File: config.mk
export PLATFORM = sky130hd
export DESIGN_NAME = ucw_control_word
export DESIGN_NICKNAME = d
export VERILOG_FILES = /design/src/hdl/ucw_pkg.sv /design/src/hdl/ucw_control_word.sv
export SDC_FILE = /design/constraint.sdc
export NUM_CORES = 1
export LEC_CHECK = 0
export BUFFER_PORTS_ARGS = -buffer_cell sky130_fd_sc_hd__buf_2
export CORE_UTILIZATION = 30
export DETAILED_ROUTE_END_ITERATION = 8
export SYNTH_ARGS = -nofsm -noshare
export SYNTH_HDL_FRONTEND = slang
export SYNTH_SLANG_ARGS = --single-unit
File: constraint.sdc
create_clock -name core_clk_i -period 2.15 [get_ports core_clk_i]
set_input_delay 0.3225 -clock core_clk_i [delete_from_list [all_inputs] [get_ports core_clk_i]]
set_output_delay 0.3225 -clock core_clk_i [all_outputs]
set_load 0.005 [all_outputs]
File: src/hdl/ucw_pkg.sv
// Constants for the upconverter first control word register bank
package ucw_pkg;

  // Serial address space and the control word's slot in it
  localparam int ADDR_W = 5;
  localparam logic [ADDR_W-1:0] CTRL1_ADDR = 5'h00;
  localparam int DATA_W = 32;

  // Reset value and masks of the control word
  localparam logic [31:0] CTRL1_RESET = 32'h0000_0000;
  localparam logic [31:0] CTRL1_WR_MASK = 32'h93E1_2FFF;   // Open bits dropped
  localparam logic [31:0] CTRL1_IMM_MASK = 32'h0000_00A0;  // Bits 7 and 5 act at once

  // Field positions
  localparam int B_RAM_EN = 31;
  localparam int B_RAM_DEST = 28;
  localparam int B_MODE_HI = 25;
  localparam int B_MODE_LO = 24;
  localparam int B_KEY_PIN_EN = 23;
  localparam int B_INV_SINC = 22;
  localparam int B_COMB_CLR = 21;
  localparam int B_SINE_SEL = 16;
  localparam int B_PH_AUTOCLR = 13;
  localparam int B_PH_HOLD = 11;
  localparam int B_RAMP_RELOAD = 10;
  localparam int B_KEY_EN = 9;
  localparam int B_KEY_AUTO = 8;
  localparam int B_CORE_PD = 7;
  localparam int B_DAC_PD = 6;
  localparam int B_REF_PD = 5;
  localparam int B_AUX_PD = 4;
  localparam int B_SLEEP_FAST = 3;
  localparam int B_AUTO_PD = 2;
  localparam int B_SDIO_IN_ONLY = 1;
  localparam int B_LSB_FIRST = 0;

  // Operating mode codes; any code with the upper bit set is the DAC mode
  localparam logic [1:0] MODE_QUAD = 2'h0;
  localparam logic [1:0] MODE_TONE = 2'h1;

  // Keying enable and select pair that means manual keying
  localparam logic [1:0] KEY_MANUAL = 2'h2;

  // Default length of the comb filter flush, in system clocks
  localparam int COMB_FLUSH_CYCLES = 8;

  // States of the comb filter clear sequence
  typedef enum logic [1:0] {
    UCW_IDLE = 2'b00,
    UCW_FLUSH = 2'b01,
    UCW_ACC_RST = 2'b10
  } ucw_clr_state_t;

endpackage

File: src/hdl/ucw_control_word.sv
// First control word register bank of the quadrature upconverter
//
// How it works
// - Control word lives at serial address 0x00
// - Bit 31 enables RAM playback
// - Bit 28 routes RAM data, needs bit 31
// - Bits 25:24 select quadrature, tone or DAC
// - Bit 23 enables keying pin, manual only
// - Bit 22 turns inverse sinc filter on
// - Bit 21 starts comb clear, self-clearing
// - Comb clear flushes zeros, then resets accumulators
// - Bit 16 picks sine in tone mode
// - Bit 13 clears phase on each strobe
// - Bit 11 holds phase accumulator in reset
// - Bit 10 reloads ramp timer on strobe
// - Bit 9 keying on, bit 8 auto
// - Bit 7 gates core clocks immediately
// - Bits 6, 4 power down DACs
// - Bit 5 powers down reference input immediately
// - Bit 3 picks sleep pin power-down kind
// - Bit 2 halts baseband when gate low, outside tone mode
// - Bit 1 makes serial data input-only
// - Bit 0 selects least significant first
// - Values take effect on strobe or profile, except bits 7, 5 and 21, which act on the write
module ucw_control_word #(
  parameter int FLUSH_CYCLES = ucw_pkg::COMB_FLUSH_CYCLES
) (
  // Clock, reset and clock enable
  input wire logic core_clk_i,
  input wire logic rst_n_i,
  input wire logic ce_i,
  // Serial port controller write side
  input wire logic wr_en_i,
  input wire logic [ucw_pkg::ADDR_W-1:0] wr_addr_i,
  input wire logic [ucw_pkg::DATA_W-1:0] wr_data_i,
  // Serial port controller read side
  input wire logic [ucw_pkg::ADDR_W-1:0] rd_addr_i,
  output logic [ucw_pkg::DATA_W-1:0] rd_data_o,
  // Transfer strobes
  input wire logic io_update_i,
  input wire logic profile_change_i,
  // Device pins seen by this block
  input wire logic amplitude_keying_pin_i,
  input wire logic transmit_gate_pin_i,
  // RAM playback controls
  output logic ram_play_en_o,
  output logic ram_dest_iq_o,
  // Mode and filter controls
  output logic [1:0] op_mode_o,
  output logic inv_sinc_en_o,
  output logic comb_flush_o,
  output logic comb_acc_reset_o,
  // Synthesizer core controls
  output logic synth_core_sine_sel_o,
  output logic phase_acc_sync_clr_o,
  output logic phase_acc_hold_o,
  // Amplitude keying controls
  output logic amplitude_keying_en_o,
  output logic amplitude_keying_auto_o,
  output logic amplitude_keying_manual_o,
  output logic ramp_rate_reload_o,
  // Power-down controls
  output logic core_clk_off_o,
  output logic dac_pd_o,
  output logic reference_clock_input_pd_o,
  output logic aux_dac_pd_o,
  output logic external_sleep_fast_o,
  output logic baseband_halt_o,
  // Serial port format
  output logic sdio_input_only_o,
  output logic lsb_first_o
);
  import ucw_pkg::*;

  localparam int CNT_W = (FLUSH_CYCLES > 1) ? $clog2(FLUSH_CYCLES) : 1;
  localparam logic [CNT_W-1:0] FLUSH_LAST = CNT_W'(FLUSH_CYCLES - 1);

  // Word as programmed by the host, and what readback shows
  logic [31:0] prog;
  // Word as seen by the device's internal destinations
  logic [31:0] active;
  // Comb clear sequencer
  ucw_clr_state_t clr_state;
  ucw_clr_state_t next_clr_state;
  logic [CNT_W-1:0] clr_cnt;
  logic [CNT_W-1:0] next_clr_cnt;

  // Decoded write, strobe and clear events
  wire ctrl_wr = wr_en_i && (wr_addr_i == CTRL1_ADDR);
  wire xfer = io_update_i || profile_change_i;
  wire clr_done = (clr_state == UCW_ACC_RST);
  wire [31:0] wr_masked = wr_data_i & CTRL1_WR_MASK;

  // Programmed word: write stores, finished clear drops bit 21
  wire [31:0] prog_wr = ctrl_wr ? wr_masked : prog;
  // A fresh request written in the finishing cycle survives
  wire clr_keep = ctrl_wr ? wr_masked[B_COMB_CLR] : (prog[B_COMB_CLR] && !clr_done);
  wire [31:0] next_prog = {prog_wr[31:22], clr_keep, prog_wr[20:0]};

  // Active word: strobe copies all, immediate bits track the write
  wire [31:0] next_active = ((xfer ? next_prog : active) & ~CTRL1_IMM_MASK)
                          | (next_prog & CTRL1_IMM_MASK);

  // Field views of the next active word
  wire [1:0] nx_mode = next_active[B_MODE_HI:B_MODE_LO];
  wire [1:0] nx_key = next_active[B_KEY_EN:B_KEY_AUTO];
  wire nx_tone = (nx_mode == MODE_TONE);
  wire nx_ram = next_active[B_RAM_EN];
  wire nx_ram_iq = nx_ram && next_active[B_RAM_DEST];
  wire nx_sine = nx_tone && next_active[B_SINE_SEL];
  wire nx_key_en = nx_key[1];
  wire nx_key_auto = nx_key[1] && nx_key[0];
  wire nx_pin_live = next_active[B_KEY_PIN_EN] && (nx_key == KEY_MANUAL);
  wire nx_key_manual = nx_pin_live && amplitude_keying_pin_i;
  wire nx_halt = next_active[B_AUTO_PD] && !nx_tone && !transmit_gate_pin_i;
  // Strobe pulses use the word that the strobe makes active
  wire nx_ph_clr = xfer && next_active[B_PH_AUTOCLR];
  wire nx_ramp_reload = xfer && next_active[B_RAMP_RELOAD];

  // Readback shows the programmed word; other addresses read zero
  wire [31:0] next_rd = (rd_addr_i == CTRL1_ADDR) ? prog : 32'h0000_0000;

  // Comb clear sequencer: flush zeros, then pulse accumulator reset
  always_comb begin
    next_clr_state = clr_state;
    next_clr_cnt = clr_cnt;
    unique case (clr_state)
      // Waiting for the host to request a clear
      UCW_IDLE: begin
        if (prog[B_COMB_CLR]) begin
          next_clr_state = UCW_FLUSH;
          next_clr_cnt = '0;
        end
      end
      // Baseband ignored, zeros pushed through the filter
      UCW_FLUSH: begin
        if (clr_cnt == FLUSH_LAST) begin
          next_clr_state = UCW_ACC_RST;
        end else begin
          next_clr_cnt = clr_cnt + CNT_W'(1);
        end
      end
      // One cycle of accumulator reset, then release bit 21
      UCW_ACC_RST: begin
        next_clr_state = UCW_IDLE;
      end
      // Code 2'b11 is unused and falls back to idle
      default: begin
        next_clr_state = UCW_IDLE;
      end
    endcase
  end

  // Register words; clock enable freezes everything
  always_ff @(posedge core_clk_i or negedge rst_n_i) begin
    if (!rst_n_i) begin
      prog <= CTRL1_RESET;
      active <= CTRL1_RESET;
      clr_state <= UCW_IDLE;
      clr_cnt <= '0;
    end else if (ce_i) begin
      prog <= next_prog;
      active <= next_active;
      clr_state <= next_clr_state;
      clr_cnt <= next_clr_cnt;
    end
  end

  // Registered readback
  always_ff @(posedge core_clk_i or negedge rst_n_i) begin
    if (!rst_n_i) begin
      rd_data_o <= 32'h0000_0000;
    end else if (ce_i) begin
      rd_data_o <= next_rd;
    end
  end

  // Datapath controls from the next active word
  always_ff @(posedge core_clk_i or negedge rst_n_i) begin
    if (!rst_n_i) begin
      ram_play_en_o <= 1'b0;
      ram_dest_iq_o <= 1'b0;
      op_mode_o <= MODE_QUAD;
      inv_sinc_en_o <= 1'b0;
      synth_core_sine_sel_o <= 1'b0;
      phase_acc_hold_o <= 1'b0;
    end else if (ce_i) begin
      ram_play_en_o <= nx_ram;
      ram_dest_iq_o <= nx_ram_iq;
      op_mode_o <= nx_mode;
      inv_sinc_en_o <= next_active[B_INV_SINC];
      synth_core_sine_sel_o <= nx_sine;
      phase_acc_hold_o <= next_active[B_PH_HOLD];
    end
  end

  // Comb filter flush level and accumulator reset pulse
  always_ff @(posedge core_clk_i or negedge rst_n_i) begin
    if (!rst_n_i) begin
      comb_flush_o <= 1'b0;
      comb_acc_reset_o <= 1'b0;
    end else if (ce_i) begin
      comb_flush_o <= (next_clr_state == UCW_FLUSH);
      comb_acc_reset_o <= (next_clr_state == UCW_ACC_RST);
    end
  end

  // Strobe pulses and keying controls
  always_ff @(posedge core_clk_i or negedge rst_n_i) begin
    if (!rst_n_i) begin
      phase_acc_sync_clr_o <= 1'b0;
      ramp_rate_reload_o <= 1'b0;
      amplitude_keying_en_o <= 1'b0;
      amplitude_keying_auto_o <= 1'b0;
      amplitude_keying_manual_o <= 1'b0;
    end else if (ce_i) begin
      phase_acc_sync_clr_o <= nx_ph_clr;
      ramp_rate_reload_o <= nx_ramp_reload;
      amplitude_keying_en_o <= nx_key_en;
      amplitude_keying_auto_o <= nx_key_auto;
      amplitude_keying_manual_o <= nx_key_manual;
    end
  end

  // Power-down and serial format controls
  always_ff @(posedge core_clk_i or negedge rst_n_i) begin
    if (!rst_n_i) begin
      core_clk_off_o <= 1'b0;
      dac_pd_o <= 1'b0;
      reference_clock_input_pd_o <= 1'b0;
      aux_dac_pd_o <= 1'b0;
      external_sleep_fast_o <= 1'b0;
      baseband_halt_o <= 1'b0;
      sdio_input_only_o <= 1'b0;
      lsb_first_o <= 1'b0;
    end else if (ce_i) begin
      core_clk_off_o <= next_active[B_CORE_PD];
      dac_pd_o <= next_active[B_DAC_PD];
      reference_clock_input_pd_o <= next_active[B_REF_PD];
      aux_dac_pd_o <= next_active[B_AUX_PD];
      external_sleep_fast_o <= next_active[B_SLEEP_FAST];
      // Gate pin is sampled every cycle so the restart is prompt
      baseband_halt_o <= nx_halt;
      sdio_input_only_o <= next_active[B_SDIO_IN_ONLY];
      lsb_first_o <= next_active[B_LSB_FIRST];
    end
  end
endmodule

==> flow_summary.html, run 1 <==
<table>
<tr><th>Metric</th><th>Value</th></tr>
<tr><th colspan="2">Floorplanning</th></tr>
<tr><td>Number of top-level pins</td><td>104</td></tr>
<tr><td>Vertical die dimension</td><td>116 µm</td></tr>
<tr><td>Die X-Extent</td><td>approximately 120 µm</td></tr>
<tr><td>Die Outline Area</td><td>13600 µm²</td></tr>
<tr><td>Number of placement rows</td><td>around 40</td></tr>
<tr><td>Area inside the core boundary</td><td>about 13000 µm²</td></tr>
<tr><td>Initial Util</td><td>30.9%</td></tr>
<tr><th colspan="2">Setup path</th></tr>
<tr><td>Crit path launch type</td><td>input pin</td></tr>
<tr><td>Critical Setup Path Class</td><td>in2reg</td></tr>
<tr><td>WP data required</td><td>approximately 2400 ps</td></tr>
<tr><td>Crit path capture type</td><td>flip-flop</td></tr>
<tr><td>Maximum fanout along the worst path</td><td>21</td></tr>
<tr><td>Critical path arrival</td><td>1860 ps</td></tr>
<tr><th colspan="2">Yosys</th></tr>
<tr><td>Register bit total from synthesis</td><td>94</td></tr>
<tr><td>Syn nets</td><td>~360</td></tr>
<tr><td>EDFF count, synth</td><td>0</td></tr>
<tr><td>Most common flop cell mapped by yosys</td><td>sky130_fd_sc_hd__dfrtp_1</td></tr>
<tr><td>Number of warnings printed during yosys synthesis</td><td>0</td></tr>
<tr><td>Synth top area cells</td><td>sky130_fd_sc_hd__dfrtp_1 60%, sky130_fd_sc_hd__a22o_1 8.7%, sky130_fd_sc_hd__mux2_4 7.3%, sky130_fd_sc_hd__mux2i_1 3.3%, sky130_fd_sc_hd__o21ai_0 2.9%</td></tr>
<tr><td>Summed instance area of the synthesized netlist</td><td>slightly below 4000 µm²</td></tr>
<tr><td>Number of instances in the synthesized netlist</td><td>slightly above 300</td></tr>
<tr><td>Portion of synthesized cell area occupied by the leading cell type</td><td>about 60%</td></tr>
<tr><td>Async set-or-reset flop fraction in the synthesized netlist</td><td>100%</td></tr>
<tr><td>Number of different library cells in the post-synthesis netlist</td><td>between 40 and 50</td></tr>
<tr><td>Post-Synthesis Mean Instance Area</td><td>around 13 µm²</td></tr>
<tr><td>Sequential element share of the synthesized area</td><td>about three fifths</td></tr>
<tr><td>Cell type with the largest total area after synthesis</td><td>sky130_fd_sc_hd__dfrtp_1</td></tr>
<tr><th colspan="2">Final layout</th></tr>
<tr><td>Nets@finish</td><td>450</td></tr>
<tr><td>Final standard cell utilization of the core</td><td>39.3%</td></tr>
<tr><td>Antenna diodes</td><td>0</td></tr>
<tr><td>Layout Area Growth over Synthesis</td><td>27.3%</td></tr>
<tr><td>Fraction of layout cells with a size suffix above 1</td><td>a little under two fifths</td></tr>
<tr><th colspan="2">Power</th></tr>
<tr><td>Internal Dissipation</td><td>between 3000 and 4000 µW</td></tr>
<tr><td>Net switching power figure</td><td>roughly 1100 µW</td></tr>
<tr><td>Reported leakage power</td><td>0.00262 µW</td></tr>
<tr><td>IR Drop Worst-Case VDD</td><td>approximately 0.00036 V</td></tr>
<tr><td>Switching part of the total</td><td>24.1%</td></tr>
<tr><td>P per Cell Area</td><td>~900 nW/µm²</td></tr>
<tr><td>Share of total power in the clock network</td><td>between 40% and 50%</td></tr>
<tr><td>Total design power</td><td>about 4500 µW</td></tr>
<tr><td>Logic gate share of total power</td><td>12.8%</td></tr>
<tr><td>Share of total power in sequential cells</td><td>46.2%</td></tr>
<tr><th colspan="2">Clock network</th></tr>
<tr><td>TritonCTS clock tree</td><td>built</td></tr>
<tr><td>Sink count of the clock tree</td><td>between 90 and 100</td></tr>
<tr><td>Clock tree root driver cell</td><td>sky130_fd_sc_hd__clkbuf_16</td></tr>
<tr><td>Clock-pin slew on the worst setup and hold paths</td><td>around 60 ps</td></tr>
<tr><td>CTS Buf Count</td><td>9</td></tr>
<tr><td>Maximum number of buffers from clock root to sink</td><td>2</td></tr>
<tr><td>CTS H-Tree Depth</td><td>3</td></tr>
<tr><td>Clock network latency to the later pin of the worst-skew pair</td><td>350 ps</td></tr>
<tr><td>Buffers inserted by post-CTS timing repair</td><td>0</td></tr>
<tr><th colspan="2">Detailed routing</th></tr>
<tr><td>1st-iter DRT viols</td><td>109</td></tr>
<tr><td>Detail Route Antenna Nets</td><td>0</td></tr>
<tr><td>Total length of routed wires</td><td>between 9000 and 10000 µm</td></tr>
<tr><td>DRC</td><td>0</td></tr>
<tr><td>Vias per cell</td><td>4.76</td></tr>
<tr><td>First-pass DRT Iterations</td><td>4</td></tr>
<tr><td>Total vias in the final route</td><td>between 2000 and 3000</td></tr>
<tr><td>Average routed wire per standard cell</td><td>between 15 and 20 µm</td></tr>
<tr><th colspan="2">STA</th></tr>
<tr><td>Worst hold slack across all endpoints</td><td>between 200 and 250 ps</td></tr>
<tr><td>Setup ws final</td><td>between 500 and 600 ps</td></tr>
<tr><td>Setup TNS</td><td>0 ps</td></tr>
<tr><td>Fmax achieved</td><td>614 MHz</td></tr>
<tr><td>Worst Tran Pin Value</td><td>585 ps</td></tr>
<tr><td>Final setup vio count</td><td>0</td></tr>
<tr><td>Clock period minus final worst setup slack</td><td>1630 ps</td></tr>
<tr><td>Hold Vio Cnt, Final</td><td>0</td></tr>
<tr><td>Ratio of final minimum period to clock period</td><td>75.7%</td></tr>
<tr><td>Slew HR</td><td>roughly three fifths</td></tr>
<tr><td>Final number of max-transition violations</td><td>0</td></tr>
<tr><td>Setup clock skew after layout</td><td>about 6 ps</td></tr>
<tr><td>Setup repair after global routing missed its margin</td><td>no</td></tr>
<tr><th colspan="2">Status</th></tr>
<tr><td>Outcome</td><td>completed</td></tr>
<tr><th colspan="2">GRT</th></tr>
<tr><td>Leftover overflow at the end of global routing</td><td>0</td></tr>
<tr><td>Initial antenna violation count</td><td>1</td></tr>
<tr><td>Pin count of the biggest net entering global routing</td><td>between 50 and 60</td></tr>
<tr><td>Number of global-route vias before repair</td><td>between 2000 and 3000</td></tr>
<tr><td>First-pass GRT wire length</td><td>roughly 15000 µm</td></tr>
<tr><td>Global-route usage over all layers</td><td>approximately 15%</td></tr>
<tr><th colspan="2">Hold path</th></tr>
<tr><td>Hold crit path type</td><td>in2reg</td></tr>
<tr><th colspan="2">Placed design</th></tr>
<tr><td>Dpl ws</td><td>around 160 ps</td></tr>
<tr><td>HPWL reported at the end of detailed placement</td><td>roughly 6300 µm</td></tr>
<tr><td>Placer's final routability congestion estimate</td><td>approximately 0.77</td></tr>
<tr><td>Port Buffers</td><td>approximately 90</td></tr>
<tr><th colspan="2">Flow run</th></tr>
<tr><td>Max Cap Violations</td><td>0</td></tr>
</table>
## power by group through the flow
stage	clock [µW]	sequential (µW)	combinational (µW)
6_report	1850	2080	574
5_1_grt	1970	2100	648
4_1_cts	1890	2070	585
3_5_place_dp	0	2110	583
3_3_place_gp	0	2100	557
2_1_floorplan	0	2060	372
## synth_stat cells, types with 4 or more instances
library cell / n
sky130_fd_sc_hd__nor2_1: 8
sky130_fd_sc_hd__nand2_1: 15
sky130_fd_sc_hd__a31oi_1: 6
sky130_fd_sc_hd__dfrtp_1: 94
sky130_fd_sc_hd__mux2i_1: 13
sky130_fd_sc_hd__a22o_1: 39
sky130_fd_sc_hd__buf_2: 4
sky130_fd_sc_hd__a21oi_1: 5
sky130_fd_sc_hd__and2_1: 11
sky130_fd_sc_hd__mux2_4: 19
sky130_fd_sc_hd__o21ai_0: 23
sky130_fd_sc_hd__nand3_1: 4
sky130_fd_sc_hd__clkbuf_1: 12
sky130_fd_sc_hd__inv_1: 5
## worst max-delay path, stage by stage
cell and delay, ps:
sky130_fd_sc_hd__buf_2 120, sky130_fd_sc_hd__or4_4 590, sky130_fd_sc_hd__nor2_4 200, sky130_fd_sc_hd__nand2_4 60
sky130_fd_sc_hd__buf_4 230, sky130_fd_sc_hd__mux2_4 320
## kinds of logic after synthesis
kind of cell	count (synthesis)	share of synthesized area (%)
AOI/OAI and AO/OA	89	16.6
adders and majority gates	2	0.636
DFF	94	59.8
and+or+nand+nor	57	8.37
muxes	35	11.4
buffers and inverters	26	3.18
## placed cells by master, fill, tap and decap left out, drive strengths merged, types with 2 or more instances in the layout
cell type / netlist / final
mux2i: 13 / 13
clkbuf: 12 / 11
nand2b: 3 / 3
o2bb2ai: 2 / 2
and2: 11 / 11
a31o: 3 / 3
nor2b: 2 / 2
o21ai: 23 / 23
or2: 2 / 2
a22o: 39 / 39
a211oi: 2 / 2
dfrtp: 94 / 94
mux2: 22 / 22
clkinv: 1 / 2
or4: 2 / 2
a21oi: 5 / 5
nand3: 4 / 4
o32ai: 2 / 2
nand2: 16 / 16
a31oi: 6 / 6
ha: 2 / 2
buf: 8 / 103
bufinv: 0 / 3
a21o: 3 / 3
nor3: 3 / 3
nor2: 9 / 9
inv: 5 / 5
## final timing paths
check | cells past startpoint | slack, ps | end | start
worst max-delay path | 6 | 520 | prog[8] | wr_addr_i[1]
worst min-delay path | 2 | 200 | flip-flop | wr_data_i[7]
worst max register to register | 5 | 580 | clr_cnt[0] | clr_cnt[0]
worst min register to register | 1 | 480 | comb_flush_o | comb_flush_o
max in group asynchronous | 3 | 970 | rd_data_o[31] | rst_n_i
min in group asynchronous | 2 | 520 | rd_data_o[30] | rst_n_i
## routing by layer
layer	wire length, µm	track usage, %	vias up	share of wire (%)
li1	-	-	1296	-
met1	4130	18.6	1356	45
met2	4530	24.0	64	49
met3	379	4.15	17	4.1
met4	176	6.67	2	1.9
met5	13	0	-	0.14
## flip-flops by register name, indices dropped and copies added, names as in the netlist, named ones only
register                   count
active                         9
amplitude_keying_auto_o        1
amplitude_keying_manual_o      1
baseband_halt_o                1
clr_cnt                        3
clr_state                      2
comb_acc_reset_o               1
comb_flush_o                   1
phase_acc_sync_clr_o           1
prog                          30
ram_dest_iq_o                  1
ramp_rate_reload_o             1
rd_data_o                     32
synth_core_sine_sel_o          1
## what timing repair did
action,4_1_cts,5_1_grt
hold endpoints to repair,8,0
hold buffers,1,0
resized for setup,0,0
## final cells by class
cell class	count	area, µm²
repair buffers	104	606
flip-flops and latches	94	2350
fillers	1260	7720
clock buffers	11	243
inverters	6	22.5
multi-input cells	183	1460
clock inverters	5	106
well taps	172	215
## through the flow
stage	instances	area, µm²
floorplan	303	3930
global placement	558	4650
detailed placement	558	4650
CTS	575	5010
global route	575	5010
finish	575	5010
Power figures use the tool's default switching activity.
==> run 2: changes to the inputs <==
==> constraint.sdc (replaced) <==
create_clock -name core_clk_i -period 1.7 [get_ports core_clk_i]
set_input_delay 0.255 -clock core_clk_i [delete_from_list [all_inputs] [get_ports core_clk_i]]
set_output_delay 0.255 -clock core_clk_i [all_outputs]
set_load 0.005 [all_outputs]
==> run 2 against run 1 <==
Compared with the run above: flip-flop and latch count stayed put; power up 25%; global-route usage decreased by 0.59 points; non-clock buffer count is 10 higher; sequential power grew 26%; critical endpoint is now clr_cnt[0]; largest power group unchanged.
==> flow_summary.html, run 2 (synthesized netlist as in run 1, its figures left out) <==
<table>
<tr><th>Metric</th><th>Value</th></tr>
<tr><th colspan="2">Hold path</th></tr>
<tr><td>Hold crit path type</td><td>in2reg</td></tr>
<tr><th colspan="2">STA</th></tr>
<tr><td>Final number of max-transition violations</td><td>0 (unchanged)</td></tr>
<tr><td>Ratio of final minimum period to clock period</td><td>87.5%</td></tr>
<tr><td>Worst Tran Pin Value</td><td>603 ps (+18.4 ps)</td></tr>
<tr><td>Setup clock skew after layout</td><td>4.88 ps (-0.975 ps)</td></tr>
<tr><td>Slew HR</td><td>59.7% (-1.3 points)</td></tr>
<tr><td>Hold Vio Cnt, Final</td><td>0 (unchanged)</td></tr>
<tr><td>Clock period minus final worst setup slack</td><td>around 1500 ps</td></tr>
<tr><td>Fmax achieved</td><td>roughly 670 MHz</td></tr>
<tr><td>Setup repair after global routing missed its margin</td><td>no</td></tr>
<tr><td>Final setup vio count</td><td>0 (unchanged)</td></tr>
<tr><td>Worst hold slack across all endpoints</td><td>151 ps (-50.9 ps)</td></tr>
<tr><th colspan="2">Setup path</th></tr>
<tr><td>Top delay family on crit path</td><td>adder cells</td></tr>
<tr><td>Critical path arrival</td><td>1760 ps (-100 ps)</td></tr>
<tr><td>Crit path max-delay cell type</td><td>sky130_fd_sc_hd__dfrtp_1</td></tr>
<tr><td>Cell with the most instances on the worst path</td><td>sky130_fd_sc_hd__ha_1</td></tr>
<tr><td>Crit path launch type</td><td>flip-flop</td></tr>
<tr><td>WP data required</td><td>1970 ps (-410 ps)</td></tr>
<tr><td>Maximum fanout along the worst path</td><td>6 (-71%)</td></tr>
<tr><td>Stage delay of the slowest cell on the critical path</td><td>400 ps (-190 ps)</td></tr>
<tr><td>Count of buffering cells on the critical path with inverters included</td><td>0 (-2)</td></tr>
<tr><td>Crit path capture type</td><td>flip-flop</td></tr>
<tr><td>Critical Setup Path Class</td><td>reg2reg</td></tr>
<tr><td>Series of cell instances along the critical path</td><td>ha_1 -&gt; ha_1 -&gt; nor3_2 -&gt; mux2_2 -&gt; a22o_1</td></tr>
<tr><th colspan="2">Clock network</th></tr>
<tr><td>Maximum number of buffers from clock root to sink</td><td>2 (unchanged)</td></tr>
<tr><td>CTS H-Tree Depth</td><td>3 (unchanged)</td></tr>
<tr><td>CTS Buf Count</td><td>9 (unchanged)</td></tr>
<tr><td>TritonCTS clock tree</td><td>built</td></tr>
<tr><td>Sink count of the clock tree</td><td>94 (unchanged)</td></tr>
<tr><td>Clock tree root driver cell</td><td>sky130_fd_sc_hd__clkbuf_16</td></tr>
<tr><td>Buffers inserted by post-CTS timing repair</td><td>0 (unchanged)</td></tr>
<tr><td>Clock-pin slew on the worst setup and hold paths</td><td>70 ps (about the same)</td></tr>
<tr><td>Clock network latency to the later pin of the worst-skew pair</td><td>330 ps (-20 ps)</td></tr>
<tr><th colspan="2">Detailed routing</th></tr>
<tr><td>Detailed-routed wire length on met3</td><td>448 µm (+18%)</td></tr>
<tr><td>Total vias in the final route</td><td>2807 (+2.6%)</td></tr>
<tr><td>1st-iter DRT viols</td><td>127 (+17%)</td></tr>
<tr><td>DRC</td><td>0 (unchanged)</td></tr>
<tr><td>Sum of met2 wire segment lengths after detailed routing</td><td>4320 µm (-4.6%)</td></tr>
<tr><td>Topmost layer with routed signal wires</td><td>met4</td></tr>
<tr><td>Detail Route Antenna Nets</td><td>0 (unchanged)</td></tr>
<tr><td>Total length of routed wires</td><td>9060 µm (-1.9%)</td></tr>
<tr><td>Total routed wire length on the met1 layer</td><td>4160 µm (+0.68%)</td></tr>
<tr><td>Average routed wire per standard cell</td><td>15.5 µm (-3.6%)</td></tr>
<tr><td>First-pass DRT Iterations</td><td>4 (unchanged)</td></tr>
<tr><td>Vias per cell</td><td>4.80 (+0.88%)</td></tr>
<tr><th colspan="2">GRT</th></tr>
<tr><td>Number of global-route vias before repair</td><td>2729 (-2.5%)</td></tr>
<tr><td>Initial antenna violation count</td><td>0 (-1)</td></tr>
<tr><td>First-pass GRT wire length</td><td>14600 µm (-0.85%)</td></tr>
<tr><td>Pin count of the biggest net entering global routing</td><td>95 (+86%)</td></tr>
<tr><td>Leftover overflow at the end of global routing</td><td>0 (unchanged)</td></tr>
<tr><td>Global-route usage over all layers</td><td>14.3% (-0.59 points)</td></tr>
<tr><th colspan="2">Final layout</th></tr>
<tr><td>Most common cell after layout, fill and taps aside</td><td>sky130_fd_sc_hd__dfrtp_1</td></tr>
<tr><td>Fraction of layout cells with a size suffix above 1</td><td>38.5% (+1.3 points)</td></tr>
<tr><td>Non-filler cells, final</td><td>585 (+1.7%)</td></tr>
<tr><td>Number of flip-flops in the largest register</td><td>32 (unchanged)</td></tr>
<tr><td>Nets@finish</td><td>460 (+2.2%)</td></tr>
<tr><td>Commonest cells after routing, fill and taps aside</td><td>94 x sky130_fd_sc_hd__dfrtp_1, 91 x sky130_fd_sc_hd__buf_2, 39 x sky130_fd_sc_hd__a22o_1, 23 x sky130_fd_sc_hd__o21ai_0, 19 x sky130_fd_sc_hd__mux2_4</td></tr>
<tr><td>Largest register by flop count</td><td>rd_data_o</td></tr>
<tr><td>Antenna diodes</td><td>0 (unchanged)</td></tr>
<tr><td>Layout Area Growth over Synthesis</td><td>29.5%</td></tr>
<tr><td>Largest regs</td><td>rd_data_o: 32 flops, prog: 30 flops, active: 9 flops</td></tr>
<tr><th colspan="2">Power</th></tr>
<tr><td>IR Drop Worst-Case VDD</td><td>0.000427 V (+20%)</td></tr>
<tr><td>Reported leakage power</td><td>0.00268 µW (+2.2%)</td></tr>
<tr><td>P per Cell Area</td><td>1100 nW/µm² (+22%)</td></tr>
<tr><th colspan="2">Floorplanning</th></tr>
<tr><td>Area inside the core boundary</td><td>12700 µm² (unchanged)</td></tr>
<tr><td>Number of top-level pins</td><td>104 (unchanged)</td></tr>
<tr><td>Die Outline Area</td><td>13600 µm² (unchanged)</td></tr>
<tr><td>Initial Util</td><td>30.9% (unchanged)</td></tr>
<tr><td>Vertical die dimension</td><td>116 µm (unchanged)</td></tr>
<tr><td>Die X-Extent</td><td>116 µm (unchanged)</td></tr>
<tr><td>Number of placement rows</td><td>41 (unchanged)</td></tr>
<tr><th colspan="2">Placed design</th></tr>
<tr><td>Number of cells in the design after placement</td><td>568 (+1.8%)</td></tr>
<tr><td>HPWL reported at the end of detailed placement</td><td>6260 µm (-1.4%)</td></tr>
<tr><td>Placer's final routability congestion estimate</td><td>0.783 (+1.9%)</td></tr>
<tr><td>Port Buffers</td><td>92 (unchanged)</td></tr>
<tr><th colspan="2">Flow run</th></tr>
<tr><td>Max Cap Violations</td><td>0 (unchanged)</td></tr>
<tr><th colspan="2">Status</th></tr>
<tr><td>Outcome</td><td>completed</td></tr>
</table>
==> run 2: final timing paths <==
kind | start | end | slack (ps) | cells past startpoint
worst max-delay path | clr_cnt[0] | clr_cnt[0] | 210 | 5
worst min-delay path | wr_data_i[7] | flip-flop | 150 | 2
worst max register to register | clr_cnt[0] | clr_cnt[0] | 210 | 5
worst min register to register | comb_flush_o | comb_flush_o | 480 | 1
max in group asynchronous | rst_n_i | rd_data_o[24] | 740 | 3
min in group asynchronous | rst_n_i | rd_data_o[21] | 500 | 3
==> run 2: routing by layer <==
layer / vias to the layer above / GRT usage [%]
met4: 0 / 4.87
met3: 14 / 3.79
met2: 73 / 22.9
met5: - / 0
li1: 1318 / -
met1: 1402 / 18.7
==> run 2: layout make-up <==
class	count	area, µm²
Clock buffer	12	236
Clock inverter	4	95.1
Fill cell	1253	7630
Inverter	6	22.5
Multi-Input combinational cell	183	1470
Sequential cell	94	2350
Tap cell	172	215
Timing Repair Buffer	114	706
==> run 2: through the flow <==
stage | TNS, ps | total power [µW] | area, µm² | setup WS [ps] | util [%]
2_1_floorplan | 0 | 3080 | 3930 | 80.5 | -
3_3_place_gp | -1270 | 3370 | 4750 | -69.8 | 37.3
3_5_place_dp | -1710 | 3410 | 4750 | -94.3 | 37.3
4_1_cts | 0 | 5690 | 5090 | 87.6 | 40.0
5_1_grt | 0 | 5900 | 5090 | 105 | 40.0
6_report | 0 | 5610 | 5090 | 213 | 40.0
==> run 2: power breakdown <==
group          switching [µW]  total [µW]  internal, µW
clock network             810        2250          1440
logic                     333         736           403
registers                 177        2620          2450
==> run 2: timing repair <==
action,in CTS,in global routing
hold buffers,1,0
resized for setup,0,1
hold endpoints to repair,59,0
setup endpoints to repair,0,1
==> run 3: changes to the inputs <==
==> constraint.sdc (replaced) <==
create_clock -name core_clk_i -period 1.2 [get_ports core_clk_i]
set_input_delay 0.18 -clock core_clk_i [delete_from_list [all_inputs] [get_ports core_clk_i]]
set_output_delay 0.18 -clock core_clk_i [all_outputs]
set_load 0.005 [all_outputs]
==> run 3 against run 2 <==
Compared with the run above: the run now ends with negative setup slack left; largest cell class unchanged; flip-flop and latch count is the same; non-clock buffer count rose by 25; via count is 4.8% higher; first-iteration DRC count shrank 31%; sequential share of layout area is 3.7 points lower; critical path type is now in2reg; setup slack worse by 430 ps; count of clock-buffer cells in the layout shrank 2; clock power up 37%; wire length grew 9.0%; critical path depth up 1; clock skew about the same.
==> flow_summary.html, run 3 (synthesized netlist as in run 1, its figures left out) <==
<table>
<tr><th>Metric</th><th>Value</th></tr>
<tr><th colspan="2">Detailed routing</th></tr>
<tr><td>Total vias in the final route</td><td>2943 (+4.8%)</td></tr>
<tr><td>Vias per cell</td><td>4.82 (+0.55%)</td></tr>
<tr><td>1st-iter DRT viols</td><td>87 (-31%)</td></tr>
<tr><td>Total length of routed wires</td><td>9870 µm (+9.0%)</td></tr>
<tr><td>First-pass DRT Iterations</td><td>4 (unchanged)</td></tr>
<tr><td>Detail Route Antenna Nets</td><td>0 (unchanged)</td></tr>
<tr><td>DRC</td><td>0 (unchanged)</td></tr>
<tr><td>Average routed wire per standard cell</td><td>16.2 µm (+4.5%)</td></tr>
<tr><th colspan="2">Clock network</th></tr>
<tr><td>Clock-pin slew on the worst setup and hold paths</td><td>70 ps (about the same)</td></tr>
<tr><td>CTS H-Tree Depth</td><td>3 (unchanged)</td></tr>
<tr><td>TritonCTS clock tree</td><td>built</td></tr>
<tr><td>Sink count of the clock tree</td><td>94 (unchanged)</td></tr>
<tr><td>Clock tree root driver cell</td><td>sky130_fd_sc_hd__clkbuf_16</td></tr>
<tr><td>Clock network latency to the later pin of the worst-skew pair</td><td>340 ps (about the same)</td></tr>
<tr><td>Maximum number of buffers from clock root to sink</td><td>2 (unchanged)</td></tr>
<tr><td>CTS Buf Count</td><td>9 (unchanged)</td></tr>
<tr><th colspan="2">GRT</th></tr>
<tr><td>Initial antenna violation count</td><td>0 (unchanged)</td></tr>
<tr><td>Leftover overflow at the end of global routing</td><td>0 (unchanged)</td></tr>
<tr><td>Number of global-route vias before repair</td><td>2912 (+6.7%)</td></tr>
<tr><td>Global-route usage over all layers</td><td>14.8% (+0.52 points)</td></tr>
<tr><td>First-pass GRT wire length</td><td>15100 µm (+3.7%)</td></tr>
<tr><td>Pin count of the biggest net entering global routing</td><td>46 (-52%)</td></tr>
<tr><th colspan="2">STA</th></tr>
<tr><td>Worst Tran Pin Value</td><td>524 ps (-79.7 ps)</td></tr>
<tr><td>Final setup vio count</td><td>40 (+40)</td></tr>
<tr><td>Slew HR</td><td>65.1% (+5.4 points)</td></tr>
<tr><td>Clock period minus final worst setup slack</td><td>~1400 ps</td></tr>
<tr><td>Final number of max-transition violations</td><td>0 (unchanged)</td></tr>
<tr><td>Setup clock skew after layout</td><td>5.19 ps (+0.314 ps)</td></tr>
<tr><td>Hold Vio Cnt, Final</td><td>0 (unchanged)</td></tr>
<tr><td>Setup TNS</td><td>-6240 ps (-6240 ps)</td></tr>
<tr><td>Setup repair after global routing missed its margin</td><td>yes</td></tr>
<tr><td>Setup ws final</td><td>-213 ps (-425 ps)</td></tr>
<tr><td>Ratio of final minimum period to clock period</td><td>118%</td></tr>
<tr><td>Fmax achieved</td><td>a little over 700 MHz</td></tr>
<tr><td>Worst hold slack across all endpoints</td><td>77.0 ps (-74.1 ps)</td></tr>
<tr><th colspan="2">Final layout</th></tr>
<tr><td>Largest register by flop count</td><td>rd_data_o</td></tr>
<tr><td>Most common cell after layout, fill and taps aside</td><td>sky130_fd_sc_hd__dfrtp_1</td></tr>
<tr><td>Fraction of layout cells with a size suffix above 1</td><td>48.4% (+9.9 points)</td></tr>
<tr><td>Antenna diodes</td><td>0 (unchanged)</td></tr>
<tr><td>Fillers</td><td>1216 (-3.0%)</td></tr>
<tr><td>Number of flip-flops in the largest register</td><td>32 (unchanged)</td></tr>
<tr><td>Commonest cells after routing, fill and taps aside</td><td>94 x sky130_fd_sc_hd__dfrtp_1, 90 x sky130_fd_sc_hd__buf_2, 39 x sky130_fd_sc_hd__a22o_1, 29 x sky130_fd_sc_hd__buf_4, 19 x sky130_fd_sc_hd__mux2_4</td></tr>
<tr><td>Layout Area Growth over Synthesis</td><td>40.7%</td></tr>
<tr><td>Largest regs</td><td>rd_data_o: 32 flops, prog: 30 flops, active: 9 flops</td></tr>
<tr><td>Nets@finish</td><td>485 (+5.4%)</td></tr>
<tr><th colspan="2">Setup path</th></tr>
<tr><td>Worst setup path start</td><td>wr_addr_i[1]</td></tr>
<tr><td>Critical path arrival</td><td>1640 ps (-120 ps)</td></tr>
<tr><td>Count of buffering cells on the critical path with inverters included</td><td>2 (+2)</td></tr>
<tr><td>Crit path capture type</td><td>flip-flop</td></tr>
<tr><td>Critical Setup Path Class</td><td>in2reg</td></tr>
<tr><td>Launching point of the worst reg2reg path</td><td>clr_cnt[1]</td></tr>
<tr><td>Stage delay of the slowest cell on the critical path</td><td>580 ps (+180 ps)</td></tr>
<tr><td>Series of cell instances along the critical path</td><td>buf_6 -&gt; or4_4 -&gt; nor2_4 -&gt; nand2_4 -&gt; clkbuf_16 -&gt; mux2_4</td></tr>
<tr><td>WP data required</td><td>1420 ps (-550 ps)</td></tr>
<tr><td>Crit path max-delay cell type</td><td>sky130_fd_sc_hd__or4_4</td></tr>
<tr><td>Crit path launch type</td><td>input pin</td></tr>
<tr><td>Top delay family on crit path</td><td>simple AND/OR/NAND/NOR gates</td></tr>
<tr><td>Maximum fanout along the worst path</td><td>5 (-1)</td></tr>
<tr><th colspan="2">Floorplanning</th></tr>
<tr><td>Number of top-level pins</td><td>104 (unchanged)</td></tr>
<tr><td>Die Outline Area</td><td>13600 µm² (unchanged)</td></tr>
<tr><td>Number of placement rows</td><td>41 (unchanged)</td></tr>
<tr><td>Area inside the core boundary</td><td>12700 µm² (unchanged)</td></tr>
<tr><td>Die X-Extent</td><td>116 µm (unchanged)</td></tr>
<tr><td>Initial Util</td><td>30.9% (unchanged)</td></tr>
<tr><td>Vertical die dimension</td><td>116 µm (unchanged)</td></tr>
<tr><th colspan="2">Placed design</th></tr>
<tr><td>Port Buffers</td><td>92 (unchanged)</td></tr>
<tr><td>HPWL reported at the end of detailed placement</td><td>6600 µm (+5.5%)</td></tr>
<tr><td>Placer's final routability congestion estimate</td><td>0.773 (-1.3%)</td></tr>
<tr><th colspan="2">Power</th></tr>
<tr><td>IR Drop Worst-Case VDD</td><td>0.000591 V (+38%)</td></tr>
<tr><td>Share of total power in sequential cells</td><td>45.2% (-1.6 points)</td></tr>
<tr><td>Reported leakage power</td><td>0.00287 µW (+7.2%)</td></tr>
<tr><td>Net switching power figure</td><td>2080 µW (+57%)</td></tr>
<tr><td>P per Cell Area</td><td>1480 nW/µm² (+34%)</td></tr>
<tr><td>Share of total power in the clock network</td><td>37.8% (-2.3 points)</td></tr>
<tr><td>Logic gate share of total power</td><td>17.0% (+3.9 points)</td></tr>
<tr><td>Internal Dissipation</td><td>6080 µW (+42%)</td></tr>
<tr><td>Switching part of the total</td><td>25.5% (+1.9 points)</td></tr>
<tr><th colspan="2">Status</th></tr>
<tr><td>Violations in the final reports</td><td>negative setup slack</td></tr>
<tr><td>Outcome</td><td>complete, but fails checks</td></tr>
<tr><th colspan="2">Hold path</th></tr>
<tr><td>Origin of the worst min-delay path</td><td>wr_data_i[7]</td></tr>
<tr><td>Hold crit path type</td><td>in2reg</td></tr>
<tr><th colspan="2">Flow run</th></tr>
<tr><td>Max Cap Violations</td><td>0 (unchanged)</td></tr>
</table>
run 3: repair_timing:
item	in CTS	in global routing
cloned	0	3
gates resized for setup	18	19
pin swaps	7	19
endpoints found under the hold margin	57	0
setup endpoints to repair	31	51
setup buffers	5	4
hold buffers	1	0
run 3: power groups by stage:
stage	Sequential [µW]	Clock (µW)	Combinational (µW)
floorplan	3710	0	781
global placement	3730	0	1290
detailed placement	3740	0	1350
CTS	3690	3170	1380
global route	3730	3300	1530
finish	3690	3090	1390
run 3: worst register-to-register path: stages (launching register included):
cell	delay (ps)
sky130_fd_sc_hd__dfrtp_1	360
sky130_fd_sc_hd__ha_2	200
sky130_fd_sc_hd__ha_4	170
sky130_fd_sc_hd__nor3_4	50
sky130_fd_sc_hd__mux2_2	260
sky130_fd_sc_hd__a22o_1	190
run 3: per-layer routing:
metal,vias to the layer above,share of wire [%],GRT usage (%)
met3,17,5.2,3.22
li1,1380,-,-
met1,1456,46,20.1
met5,-,0,0
met4,0,2.0,6.50
met2,90,47,22.6
run 3: final cells by class:
type / count / area (µm²) / area share [%]
tap: 172 / 215 / 3.89
timing repair buffer: 139 / 1010 / 18.3
inverter: 6 / 22.5 / 0.407
clock inverter: 6 / 93.8 / 1.70
sequential: 94 / 2350 / 42.5
clock buffer: 10 / 229 / 4.14
multi-input combinational: 183 / 1610 / 29.0
run 3: worst paths after layout:
| check | endpoint | slack, ps | cells past startpoint |
|---|---|---|---|
| max in group asynchronous | prog[4] | 440 | 3 |
| min in group asynchronous | clr_cnt[1] | 250 | 2 |
| min reg2reg | comb_flush_o | 480 | 1 |
| max | prog[23] | -210 | 6 |
| max reg2reg | clr_cnt[0] | -140 | 5 |
| min | flip-flop | 80 | 2 |
run 3: stage by stage:
| step | utilization, % | setup WS (ps) | cell area [µm²] | power, µW | instances |
|---|---|---|---|---|---|
| after floorplan | - | -320 | 4030 | 4490 | 303 |
| after global placement | 38.8 | -469 | 4940 | 5020 | 584 |
| after detailed placement | 38.8 | -500 | 4940 | 5090 | 584 |
| after CTS | 42.3 | -156 | 5380 | 8230 | 605 |
| after global routing | 43.5 | -216 | 5530 | 8550 | 610 |
| final | 43.5 | -213 | 5530 | 8160 | 610 |
